`src/disk_status_pkg.sv`:
```
// Constants, bit layout and command kinds for the result-status flag block.
// Assumes a single 10 MHz controller clock; all counts derive from CLK_PERIOD_NS.
//
// Behaviour
// - Write-protect during write-class commands sets not-writable
// - Two index pulses without ID mark: absent-header
// - Missing data mark sets absent-header and absent-data
// - Second error register top bit reads zero
// - Deleted mark during read/scan sets deleted-record
// - Data field CRC mismatch sets data-crc flag
// - Cylinder mismatch with no-sector sets wrong-cylinder
// - Mismatch with cylinder all ones and no-sector sets bad-cylinder
// - Scan equality met sets scan-equal
// - Scan with no matching sector sets scan-fail
// - Missing data mark on read sets absent-data
// - Drive status top bit mirrors fault input
// - Drive status shows write-protect, ready, two-side
// - Drive status bit four mirrors track-zero
// - Drive status shows driven side select
// - Two low bits show driven unit selects
// - Same-unit step interval programmable 1..16 ms
// - Steps to different units spaced 33 us
// - Half-rate clock doubles every interval
// - Unfound target sector on read, write-deleted or scan sets no-sector flag
package disk_status_pkg;

  // Timing base
  localparam int CLK_PERIOD_NS      = 100;
  localparam int MS_TIME_NS         = 1000000;
  localparam int MS_CYCLES_C        = (MS_TIME_NS + CLK_PERIOD_NS - 1) / CLK_PERIOD_NS;
  localparam int UNIT_GAP_NS        = 33000;
  localparam int GAP_CYCLES_C       = (UNIT_GAP_NS + CLK_PERIOD_NS - 1) / CLK_PERIOD_NS;
  localparam int STEP_HIGH_NS       = 5000;
  localparam int STEP_HIGH_CYCLES_C = (STEP_HIGH_NS + CLK_PERIOD_NS - 1) / CLK_PERIOD_NS;
  localparam int SLOW_FACTOR        = 2;
  localparam int MS_W               = 16;

  localparam logic [9:0] GAP_LOAD       = 10'(GAP_CYCLES_C);
  localparam logic [9:0] GAP_LOAD_SLOW  = 10'(GAP_CYCLES_C * SLOW_FACTOR);
  localparam logic [7:0] HIGH_LOAD      = 8'(STEP_HIGH_CYCLES_C);
  localparam logic [7:0] HIGH_LOAD_SLOW = 8'(STEP_HIGH_CYCLES_C * SLOW_FACTOR);
  // Rate code F means 1 ms, 0 means 16 ms; one extra tick guards the phase of the ms divider
  localparam logic [4:0] RATE_BASE      = 5'h11;

  // Result byte selects on the data port
  localparam logic [1:0] REG_ONE   = 2'h1;
  localparam logic [1:0] REG_TWO   = 2'h2;
  localparam logic [1:0] REG_THREE = 2'h3;

  localparam logic [7:0] CYL_ALL_ONES = 8'hff;
  localparam logic [1:0] INDEX_LIMIT  = 2'h2;
  localparam logic [7:0] STATUS_RST   = 8'h00;

  // Error register one
  localparam int ST1_NO_SECTOR     = 2;
  localparam int ST1_NOT_WRITABLE  = 1;
  localparam int ST1_ABSENT_HEADER = 0;
  // Error register two
  localparam int ST2_UNUSED        = 7;
  localparam int ST2_DELETED       = 6;
  localparam int ST2_DATA_CRC      = 5;
  localparam int ST2_WRONG_CYL     = 4;
  localparam int ST2_SCAN_EQUAL    = 3;
  localparam int ST2_SCAN_FAIL     = 2;
  localparam int ST2_BAD_CYL       = 1;
  localparam int ST2_ABSENT_DATA   = 0;
  // Drive line register
  localparam int ST3_FAULT         = 7;
  localparam int ST3_WRITE_PROT    = 6;
  localparam int ST3_READY         = 5;
  localparam int ST3_TRACK_ZERO    = 4;
  localparam int ST3_TWO_SIDED     = 3;
  localparam int ST3_HEAD          = 2;
  localparam int ST3_SEL_HIGH      = 1;
  localparam int ST3_SEL_LOW       = 0;

  // Synchroniser lanes
  localparam int PIN_FAULT = 0;
  localparam int PIN_WP    = 1;
  localparam int PIN_READY = 2;
  localparam int PIN_TRK0  = 3;
  localparam int PIN_TWO   = 4;
  localparam int PIN_INDEX = 5;

  typedef enum logic [2:0] {
    CMD_READ, CMD_READ_DELETED, CMD_WRITE, CMD_WRITE_DELETED,
    CMD_FORMAT, CMD_SCAN, CMD_READ_ID, CMD_OTHER
  } cmd_kind_t;

  function automatic logic is_write_class(cmd_kind_t k);
    return (k == CMD_WRITE) || (k == CMD_WRITE_DELETED) || (k == CMD_FORMAT);
  endfunction

  function automatic logic is_read_or_scan(cmd_kind_t k);
    return (k == CMD_READ) || (k == CMD_SCAN);
  endfunction

  function automatic logic is_sector_search(cmd_kind_t k);
    return (k == CMD_READ) || (k == CMD_WRITE_DELETED) || (k == CMD_SCAN);
  endfunction

endpackage

```
`src/step_pacer.sv`:
```
// Step pacing: grants a step request only when the unit's own interval and the
// cross-unit gap have both run out. Assumes a one-cycle ms_tick from the caller.
`timescale 1ns/100ps
module step_pacer
  import disk_status_pkg::*;
(
  input  wire logic       clk,
  input  wire logic       rstn,
  input  wire logic       ms_tick,
  input  wire logic       step_req,
  input  wire logic [1:0] step_unit,
  input  wire logic [3:0] step_rate,
  input  wire logic       half_rate,
  output logic            step_grant
);

  typedef struct packed {
    logic [3:0][4:0] unit_ms;
    logic [9:0]      gap_cnt;
  } pacer_t;

  pacer_t st_ff;
  pacer_t nxt_st;

  // Countdowns and grant; ms_tick already runs at half speed in half-rate mode
  always_comb begin
    nxt_st     = st_ff;
    step_grant = step_req && (st_ff.unit_ms[step_unit] == 5'h00) && (st_ff.gap_cnt == 10'h000);
    for (int i = 0; i < 4; i++) begin
      if (ms_tick && (st_ff.unit_ms[i] != 5'h00)) begin
        nxt_st.unit_ms[i] = st_ff.unit_ms[i] - 5'h01;
      end
    end
    if (st_ff.gap_cnt != 10'h000) begin
      nxt_st.gap_cnt = st_ff.gap_cnt - 10'h001;
    end
    if (step_grant) begin
      nxt_st.unit_ms[step_unit] = RATE_BASE - {1'b0, step_rate};
      nxt_st.gap_cnt            = half_rate ? GAP_LOAD_SLOW : GAP_LOAD;
    end
  end

  always_ff @(posedge clk or negedge rstn) begin
    if (!rstn) begin
      st_ff <= '0;
    end else begin
      st_ff <= nxt_st;
    end
  end
endmodule

```
`src/disk_ctrl_result_status_flags.sv`:
```
// Result-status flags and drive line status of the disk controller.
// Assumes the command sequencer drives the event strobes on clk; drive pins are asynchronous.
`timescale 1ns/100ps
module disk_ctrl_result_status_flags
  import disk_status_pkg::*;
#(
  parameter int MS_CYCLES = MS_CYCLES_C
)
(
  input  wire logic       clk,
  input  wire logic       rstn,
  input  wire logic       fault_pin,
  input  wire logic       write_protect_pin,
  input  wire logic       ready_pin,
  input  wire logic       track_zero_pin,
  input  wire logic       two_side_pin,
  input  wire logic       index_pin,
  input  wire logic       cmd_start,
  input  wire cmd_kind_t  cmd_kind,
  input  wire logic       cmd_done,
  input  wire logic       id_search,
  input  wire logic       id_found,
  input  wire logic       id_check,
  input  wire logic [7:0] cyl_read,
  input  wire logic [7:0] target_id_fields,
  input  wire logic       data_mark_miss,
  input  wire logic       deleted_mark_seen,
  input  wire logic       data_crc_err,
  input  wire logic       sector_not_found,
  input  wire logic       scan_equal_hit,
  input  wire logic       scan_no_match,
  input  wire logic       head_req,
  input  wire logic [1:0] unit_req,
  input  wire logic       step_req,
  input  wire logic [3:0] step_rate,
  input  wire logic       half_rate,
  input  wire logic       rd_strobe,
  input  wire logic [1:0] rd_sel,
  output logic            head_side,
  output logic [1:0]      drive_sel,
  output logic            step_pulse,
  output logic [7:0]      rd_data,
  output logic            rd_valid
);

  typedef struct packed {
    logic [5:0]      sync1;
    logic [5:0]      sync2;
    logic            idx_prev;
    logic [1:0]      idx_count;
    logic            cmd_active;
    cmd_kind_t       kind;
    logic            cyl_mismatch;
    logic            cyl_all_ones;
    logic            no_sector_flag;
    logic            not_writable_flag;
    logic            absent_header_flag;
    logic            deleted_record_flag;
    logic            data_crc_flag;
    logic            wrong_cylinder_flag;
    logic            scan_equal_flag;
    logic            scan_fail_flag;
    logic            bad_cylinder_flag;
    logic            absent_data_flag;
    logic            head_side_bit;
    logic            drive_sel_high_bit;
    logic            drive_sel_low_bit;
    logic [MS_W-1:0] ms_cnt;
    logic            ms_tick;
    logic [7:0]      high_cnt;
    logic            step_out;
    logic [7:0]      rd_byte;
    logic            rd_ok;
  } state_t;

  state_t st_ff;
  state_t nxt_st;

  logic       step_grant;
  logic       in_cmd;
  cmd_kind_t  kind_now;
  logic       idx_rise;
  logic [7:0] err_one;
  logic [7:0] err_two;
  logic [7:0] drive_lines;

  // Result bytes assembled from the flag flops; unused bits stay low
  always_comb begin
    err_one                    = STATUS_RST;
    err_one[ST1_NO_SECTOR]     = st_ff.no_sector_flag;
    err_one[ST1_NOT_WRITABLE]  = st_ff.not_writable_flag;
    err_one[ST1_ABSENT_HEADER] = st_ff.absent_header_flag;

    err_two                    = STATUS_RST;
    err_two[ST2_UNUSED]        = 1'b0;
    err_two[ST2_DELETED]       = st_ff.deleted_record_flag;
    err_two[ST2_DATA_CRC]      = st_ff.data_crc_flag;
    err_two[ST2_WRONG_CYL]     = st_ff.wrong_cylinder_flag;
    err_two[ST2_SCAN_EQUAL]    = st_ff.scan_equal_flag;
    err_two[ST2_SCAN_FAIL]     = st_ff.scan_fail_flag;
    err_two[ST2_BAD_CYL]       = st_ff.bad_cylinder_flag;
    err_two[ST2_ABSENT_DATA]   = st_ff.absent_data_flag;

    // Pins are shown after synchronisation, so a read lags the pin by two cycles
    drive_lines                 = STATUS_RST;
    drive_lines[ST3_FAULT]      = st_ff.sync2[PIN_FAULT];
    drive_lines[ST3_WRITE_PROT] = st_ff.sync2[PIN_WP];
    drive_lines[ST3_READY]      = st_ff.sync2[PIN_READY];
    drive_lines[ST3_TRACK_ZERO] = st_ff.sync2[PIN_TRK0];
    drive_lines[ST3_TWO_SIDED]  = st_ff.sync2[PIN_TWO];
    drive_lines[ST3_HEAD]       = st_ff.head_side_bit;
    drive_lines[ST3_SEL_HIGH]   = st_ff.drive_sel_high_bit;
    drive_lines[ST3_SEL_LOW]    = st_ff.drive_sel_low_bit;
  end

  // Next-state logic for the whole block
  always_comb begin
    nxt_st   = st_ff;
    in_cmd   = st_ff.cmd_active | cmd_start;
    kind_now = cmd_start ? cmd_kind : st_ff.kind;

    // Pin synchronisers; only the second stage is read below
    nxt_st.sync1    = {index_pin, two_side_pin, track_zero_pin, ready_pin, write_protect_pin, fault_pin};
    nxt_st.sync2    = st_ff.sync1;
    nxt_st.idx_prev = st_ff.sync2[PIN_INDEX];
    idx_rise        = st_ff.sync2[PIN_INDEX] & ~st_ff.idx_prev;

    // Command framing: clear first, so an event in the start cycle still lands
    if (cmd_start) begin
      nxt_st.cmd_active          = 1'b1;
      nxt_st.kind                = cmd_kind;
      nxt_st.cyl_mismatch        = 1'b0;
      nxt_st.cyl_all_ones        = 1'b0;
      nxt_st.idx_count           = 2'h0;
      nxt_st.no_sector_flag      = 1'b0;
      nxt_st.not_writable_flag   = 1'b0;
      nxt_st.absent_header_flag  = 1'b0;
      nxt_st.deleted_record_flag = 1'b0;
      nxt_st.data_crc_flag       = 1'b0;
      nxt_st.wrong_cylinder_flag = 1'b0;
      nxt_st.scan_equal_flag     = 1'b0;
      nxt_st.scan_fail_flag      = 1'b0;
      nxt_st.bad_cylinder_flag   = 1'b0;
      nxt_st.absent_data_flag    = 1'b0;
    end else if (cmd_done) begin
      nxt_st.cmd_active = 1'b0;
    end

    // Write protection is a level: checked every cycle of a write-class command
    if (in_cmd && is_write_class(kind_now) && st_ff.sync2[PIN_WP]) begin
      nxt_st.not_writable_flag = 1'b1;
    end

    // Index revolutions counted while the sequencer hunts for an ID mark
    if (!id_search || id_found) begin
      nxt_st.idx_count = 2'h0;
    end else if (idx_rise && (st_ff.idx_count != INDEX_LIMIT)) begin
      nxt_st.idx_count = st_ff.idx_count + 2'h1;
      if (in_cmd && (st_ff.idx_count == INDEX_LIMIT - 2'h1)) begin
        nxt_st.absent_header_flag = 1'b1;
      end
    end

    // Missing data mark raises both registers in the same cycle
    if (in_cmd && data_mark_miss) begin
      nxt_st.absent_header_flag = 1'b1;
      nxt_st.absent_data_flag   = 1'b1;
    end

    if (in_cmd && deleted_mark_seen && is_read_or_scan(kind_now)) begin
      nxt_st.deleted_record_flag = 1'b1;
    end

    if (in_cmd && data_crc_err) begin
      nxt_st.data_crc_flag = 1'b1;
    end

    // Header cylinder compare, remembered until the next command start
    if (in_cmd && id_check && (cyl_read != target_id_fields)) begin
      nxt_st.cyl_mismatch = 1'b1;
      if (cyl_read == CYL_ALL_ONES) begin
        nxt_st.cyl_all_ones = 1'b1;
      end
    end

    // Cylinder flags only travel with the no-sector condition
    if (in_cmd && sector_not_found && is_sector_search(kind_now)) begin
      nxt_st.no_sector_flag = 1'b1;
      if (st_ff.cyl_mismatch) begin
        nxt_st.wrong_cylinder_flag = 1'b1;
      end
      if (st_ff.cyl_mismatch && st_ff.cyl_all_ones) begin
        nxt_st.bad_cylinder_flag = 1'b1;
      end
    end

    if (in_cmd && (kind_now == CMD_SCAN) && scan_equal_hit) begin
      nxt_st.scan_equal_flag = 1'b1;
    end
    if (in_cmd && (kind_now == CMD_SCAN) && scan_no_match) begin
      nxt_st.scan_fail_flag = 1'b1;
    end

    // Millisecond enable; half-rate stretches it so every ms interval doubles
    if (st_ff.ms_cnt >= (half_rate ? MS_W'(MS_CYCLES * SLOW_FACTOR - 1) : MS_W'(MS_CYCLES - 1))) begin
      nxt_st.ms_cnt  = '0;
      nxt_st.ms_tick = 1'b1;
    end else begin
      nxt_st.ms_cnt  = st_ff.ms_cnt + MS_W'(1);
      nxt_st.ms_tick = 1'b0;
    end

    // Step pulse stretched to its active width once the pacer grants it
    if (step_grant) begin
      nxt_st.high_cnt = half_rate ? HIGH_LOAD_SLOW : HIGH_LOAD;
    end else if (st_ff.high_cnt != 8'h00) begin
      nxt_st.high_cnt = st_ff.high_cnt - 8'h01;
    end
    nxt_st.step_out = (nxt_st.high_cnt != 8'h00);

    // Selects are registered here and the same flops feed the drive status byte
    nxt_st.head_side_bit      = head_req;
    nxt_st.drive_sel_high_bit = unit_req[1];
    nxt_st.drive_sel_low_bit  = unit_req[0];

    // Data port read: byte appears one cycle after the strobe
    nxt_st.rd_ok = rd_strobe;
    if (rd_strobe) begin
      case (rd_sel)
        REG_ONE:   nxt_st.rd_byte = err_one;
        REG_TWO:   nxt_st.rd_byte = err_two;
        REG_THREE: nxt_st.rd_byte = drive_lines;
        default:   nxt_st.rd_byte = STATUS_RST;
      endcase
    end
  end

  // Single state register for the block
  always_ff @(posedge clk or negedge rstn) begin
    if (!rstn) begin
      st_ff <= '0;
    end else begin
      st_ff <= nxt_st;
    end
  end

  // Pacer blocks steps until both the unit interval and cross-unit gap expire
  step_pacer u_pacer (
    .clk        (clk),
    .rstn       (rstn),
    .ms_tick    (st_ff.ms_tick),
    .step_req   (step_req),
    .step_unit  (unit_req),
    .step_rate  (step_rate),
    .half_rate  (half_rate),
    .step_grant (step_grant)
  );

  // Outputs straight from the state flops
  assign head_side  = st_ff.head_side_bit;
  assign drive_sel  = {st_ff.drive_sel_high_bit, st_ff.drive_sel_low_bit};
  assign step_pulse = st_ff.step_out;
  assign rd_data    = st_ff.rd_byte;
  assign rd_valid   = st_ff.rd_ok;

  logic any_event;
  assign any_event = data_mark_miss | deleted_mark_seen | data_crc_err | sector_not_found |
                     scan_equal_hit | scan_no_match | id_check | id_search | st_ff.sync2[PIN_WP];
endmodule

```
`config.mk`:
```
export PLATFORM = sky130hd
export DESIGN_NAME = disk_ctrl_result_status_flags
export DESIGN_NICKNAME = d
export VERILOG_FILES = /design/src/disk_status_pkg.sv /design/src/step_pacer.sv /design/src/disk_ctrl_result_status_flags.sv
export SDC_FILE = /design/constraint.sdc
export NUM_CORES = 1
export LEC_CHECK = 0
export BUFFER_PORTS_ARGS = -buffer_cell sky130_fd_sc_hd__buf_2
export CORE_MARGIN = 3
export CORE_UTILIZATION = 31
export CTS_CLUSTER_SIZE = 12
export DETAILED_ROUTE_END_ITERATION = 10
export PLACE_DENSITY = 0.58
export SLEW_MARGIN = 20
export SYNTH_ARGS = -nofsm -noshare
export SYNTH_HDL_FRONTEND = slang
export SYNTH_SLANG_ARGS = --single-unit
```
`constraint.sdc`:
```
create_clock -name clk -period 2.88 [get_ports clk]
set_input_delay 0.144 -clock clk [delete_from_list [all_inputs] [get_ports clk]]
set_output_delay 0.144 -clock clk [all_outputs]
set_load 0.01 [all_outputs]
```
==> results.py <==
metrics = {
    "run_status": {
        "outcome": "completed",
    },
    "clock_tree": {
        "cts_setup_buffers": 0,
        "htreeDepth": 3,
        "cts_sinks": 99,
        "cts_buffers": 9,
        "clkTransAtPathRegs_ps": 70,
        "cts_tree": "yes",
        "clk_path_buf_depth": 2,
        "insertion_delay_ps": 350,
        "cts_root_buffer": "clkbuf_16",
    },
    "timing": {
        "min_period_ps": 2500,
        "tns_ps": 0,
        "post-route-period-util": 0.868,
        "max_freq_mhz": 400,
        "finalSetupViolCount": 0,
        "whs_ps": 17.4,
        "fin_ws_ps": 380,
        "slew_viol_final": 0,
        "hold_viol": 0,
        "skew_ps": 8.54,
        "max_slew_margin": 0.536,
        "worst_pin_slew_ps": 696,
        "rsz0062_at_grt": "no",
    },
    "pwr": {
        "p_clk_frac": 0.308,
        "internal_power_uw": 2660,
        "finalPower_uw": 3850,
        "p_seq_frac": 0.490,
        "p_sw_uw": 1190,
        "power_density_nw_per_um2": 657,
        "peakVddDrop_v": 0.000308,
        "p_comb_frac": 0.202,
        "p_sw_frac": 0.309,
        "p_leak_uw": 0.00260,
    },
    "min_path": {
        "whs_path_depth": 3,
        "min-delay-path-class": "in -> reg",
        "min-delay-start": "scan_equal_hit",
        "min_to": "err_two[3]$_DFFE_PN0P_",
    },
    "critical_path": {
        "critPathMaxFanout": 18,
        "crit_arrival_ps": 2740,
        "reg2reg_from": "u_pacer.st_ff[5]$_DFFE_PN0P_",
        "startpoint_type": "register",
        "slowest_delay_ps": 700,
        "ff2ff_setup_slack_ps": 380,
        "reg2reg_depth": 5,
        "r2r_end": "u_pacer.st_ff[19]$_DFF_PN0_",
        "cp_slowest_cell": "or3b_1",
        "crit_required_ps": 3120,
        "worstSetupPathType": "reg -> reg",
        "critPathCaptureType": "register",
        "worstPathCellList": "or4_4 -> nor2_4 -> nand3_2 -> or3b_1 -> o41ai_1",
    },
    "layout": {
        "mostFrequentLayoutCell": "dfrtp_1",
        "final_cell_mix": "99 x dfrtp_1, 61 x buf_2, 39 x inv_1",
        "final_cells": 773,
        "diodes": 0,
        "nNetsFinal": 624,
        "drive_gt1_frac": 0.181,
        "multi_input_area_um2": 2230,
        "area_growth_syn_to_layout_pct": 17.3,
        "seq_area_um2": 2480,
        "fillCellCount": 1528,
    },
    "routing": {
        "wirelength_mm": 10.9,
        "routedWlPerCell_um": 14.1,
        "vias_per_cell": 4.83,
        "remaining_drc_errors": 0,
        "drtIter0Drc": 177,
        "postRouteAntennaNets": 0,
        "vias": 3734,
        "firstDrtPassIters": 4,
    },
    "synthesis": {
        "yosys_register_bits": 99,
        "synth_edf_count": 0,
        "synth.distinct_cells": 53,
        "syn_area_per_cell_um2": 10.1,
        "mappedNetlistArea_um2": 4990,
        "synth_top_area_share": 0.496,
        "seq_area_frac_synth": 0.496,
        "synthesis.nets": 560,
        "syn_inst": 493,
        "synth_top_area_cell": "dfrtp_1",
        "yosys_warnings": 0,
        "synthArstFlopShare": 1.00,
        "synth_area_leaders": "dfrtp_1 50%, xnor2_1 4.4%, ha_1 4.3%",
        "synth_ff_type": "dfrtp_1",
    },
    "placement": {
        "gp_congestion": 0.785,
        "preCtsSetupSlack_ps": 376,
        "dp_cells": 748,
        "hpwl_mm": 7.87,
        "io_buffers": 62,
    },
    "die": {
        "die_width_um": 133,
        "fp-row-count": 45,
        "initial_utilization": 0.322,
        "core_um2": 15500,
        "dieArea_um2": 17700,
        "chipHeight_um": 133,
        "ios": 63,
    },
    "global_routing": {
        "antenna_found_initial": 0,
        "grt.total_usage": 0.129,
        "overflow": 0,
        "grt_pass1_vias": 3835,
        "grt_pass1_wl_mm": 18.5,
        "grt_start_max_net_pins": 44,
    },
    "run": {
        "drv_cap": 0,
    },
}
==> power by group through the flow <==
stage / registers, uW / clock network (uW) / logic (uW)
6_report: 1890 / 1180 / 778
5_1_grt: 1930 / 1280 / 895
4_1_cts: 1880 / 1220 / 789
3_5_place_dp: 1900 / 0 / 773
3_3_place_gp: 1900 / 0 / 738
2_1_floorplan: 1840 / 0 / 590
==> metal layers <==
metal / up-vias / share of wire / track usage
li1: 1849 / - / -
met1: 1790 / 0.48 / 0.169
met2: 86 / 0.45 / 0.204
met3: 9 / 0.052 / 0.0335
met4: 0 / 0.016 / 0.0485
met5: - / 0 / 0
==> timing repair <==
action,4_1_cts,5_1_grt
hold buffers,9,0
gates resized for setup,0,0
hold endpoints to repair,49,0
==> cells by family after synthesis <==
| family | synth area share |
|---|---|
| muxes | 0.0519 |
| buffers and inverters | 0.0564 |
| xor gates and xnor gates | 0.0754 |
| DFF | 0.496 |
| and+or+nand+nor | 0.170 |
| adders and majority gates | 0.0426 |
| AOI/OAI and AO/OA | 0.108 |
==> flip-flops by register name (all words and copies together) (netlist names) <==
register	flops
rd_data	8
err_two	7
drive_lines	5
rd_valid	1
u_pacer.st_ff	30
st_ff	34
head_side	1
step_pulse	1
drive_sel	2
err_one	3
nxt_st	7
==> stage by stage <==
stage / utilization / instance area (um^2)
finish: 0.378 / 5860
global route: 0.378 / 5860
detailed placement: 0.353 / 5470
floorplan: - / 4990
CTS: 0.378 / 5860
global placement: 0.353 / 5470
==> worst max path at each step <==
stage | from | endpoint | slack [ps] | depth (start not counted)
after floorplan | u_pacer.st_ff[5]$_DFFE_PN0P_ | u_pacer.st_ff[11]$_DFF_PN0_ | 730 | 5
after global placement | u_pacer.st_ff[5]$_DFFE_PN0P_ | u_pacer.st_ff[19]$_DFF_PN0_ | 440 | 5
after detailed placement | u_pacer.st_ff[5]$_DFFE_PN0P_ | u_pacer.st_ff[24]$_DFF_PN0_ | 380 | 5
after CTS | u_pacer.st_ff[5]$_DFFE_PN0P_ | u_pacer.st_ff[12]$_DFF_PN0_ | 360 | 5
after global routing | u_pacer.st_ff[5]$_DFFE_PN0P_ | u_pacer.st_ff[24]$_DFF_PN0_ | 240 | 5
final | u_pacer.st_ff[5]$_DFFE_PN0P_ | u_pacer.st_ff[19]$_DFF_PN0_ | 380 | 5
==> worst max-delay path, delay by kind of cell (launching register included) <==
| family | cells | cell delay, ps |
|---|---|---|
| AO/OA/AOI/OAI | 1 | 430 |
| flip-flops | 1 | 440 |
| AND/OR/NAND/NOR | 4 | 1530 |
==> final cells by class <==
cell class | instances | share of cell area
multi-input combinational | 332 | 0.381
clock inverter | 5 | 0.00748
inverter | 39 | 0.0250
clock buffer | 11 | 0.0431
sequential | 99 | 0.423
timing repair buffer | 76 | 0.0752
tap | 211 | 0.0451
==> cells in the mapped netlist, types with 13 or more instances <==
cell type	instances
mux2i_1	18
inv_1	39
a21oi_1	16
nor2_1	33
ha_1	17
nand4_1	13
dfrtp_1	99
nand2_1	38
xor2_1	18
o21ai_0	36
xnor2_1	25
Note: power is estimated with default switching activity, not from simulation.
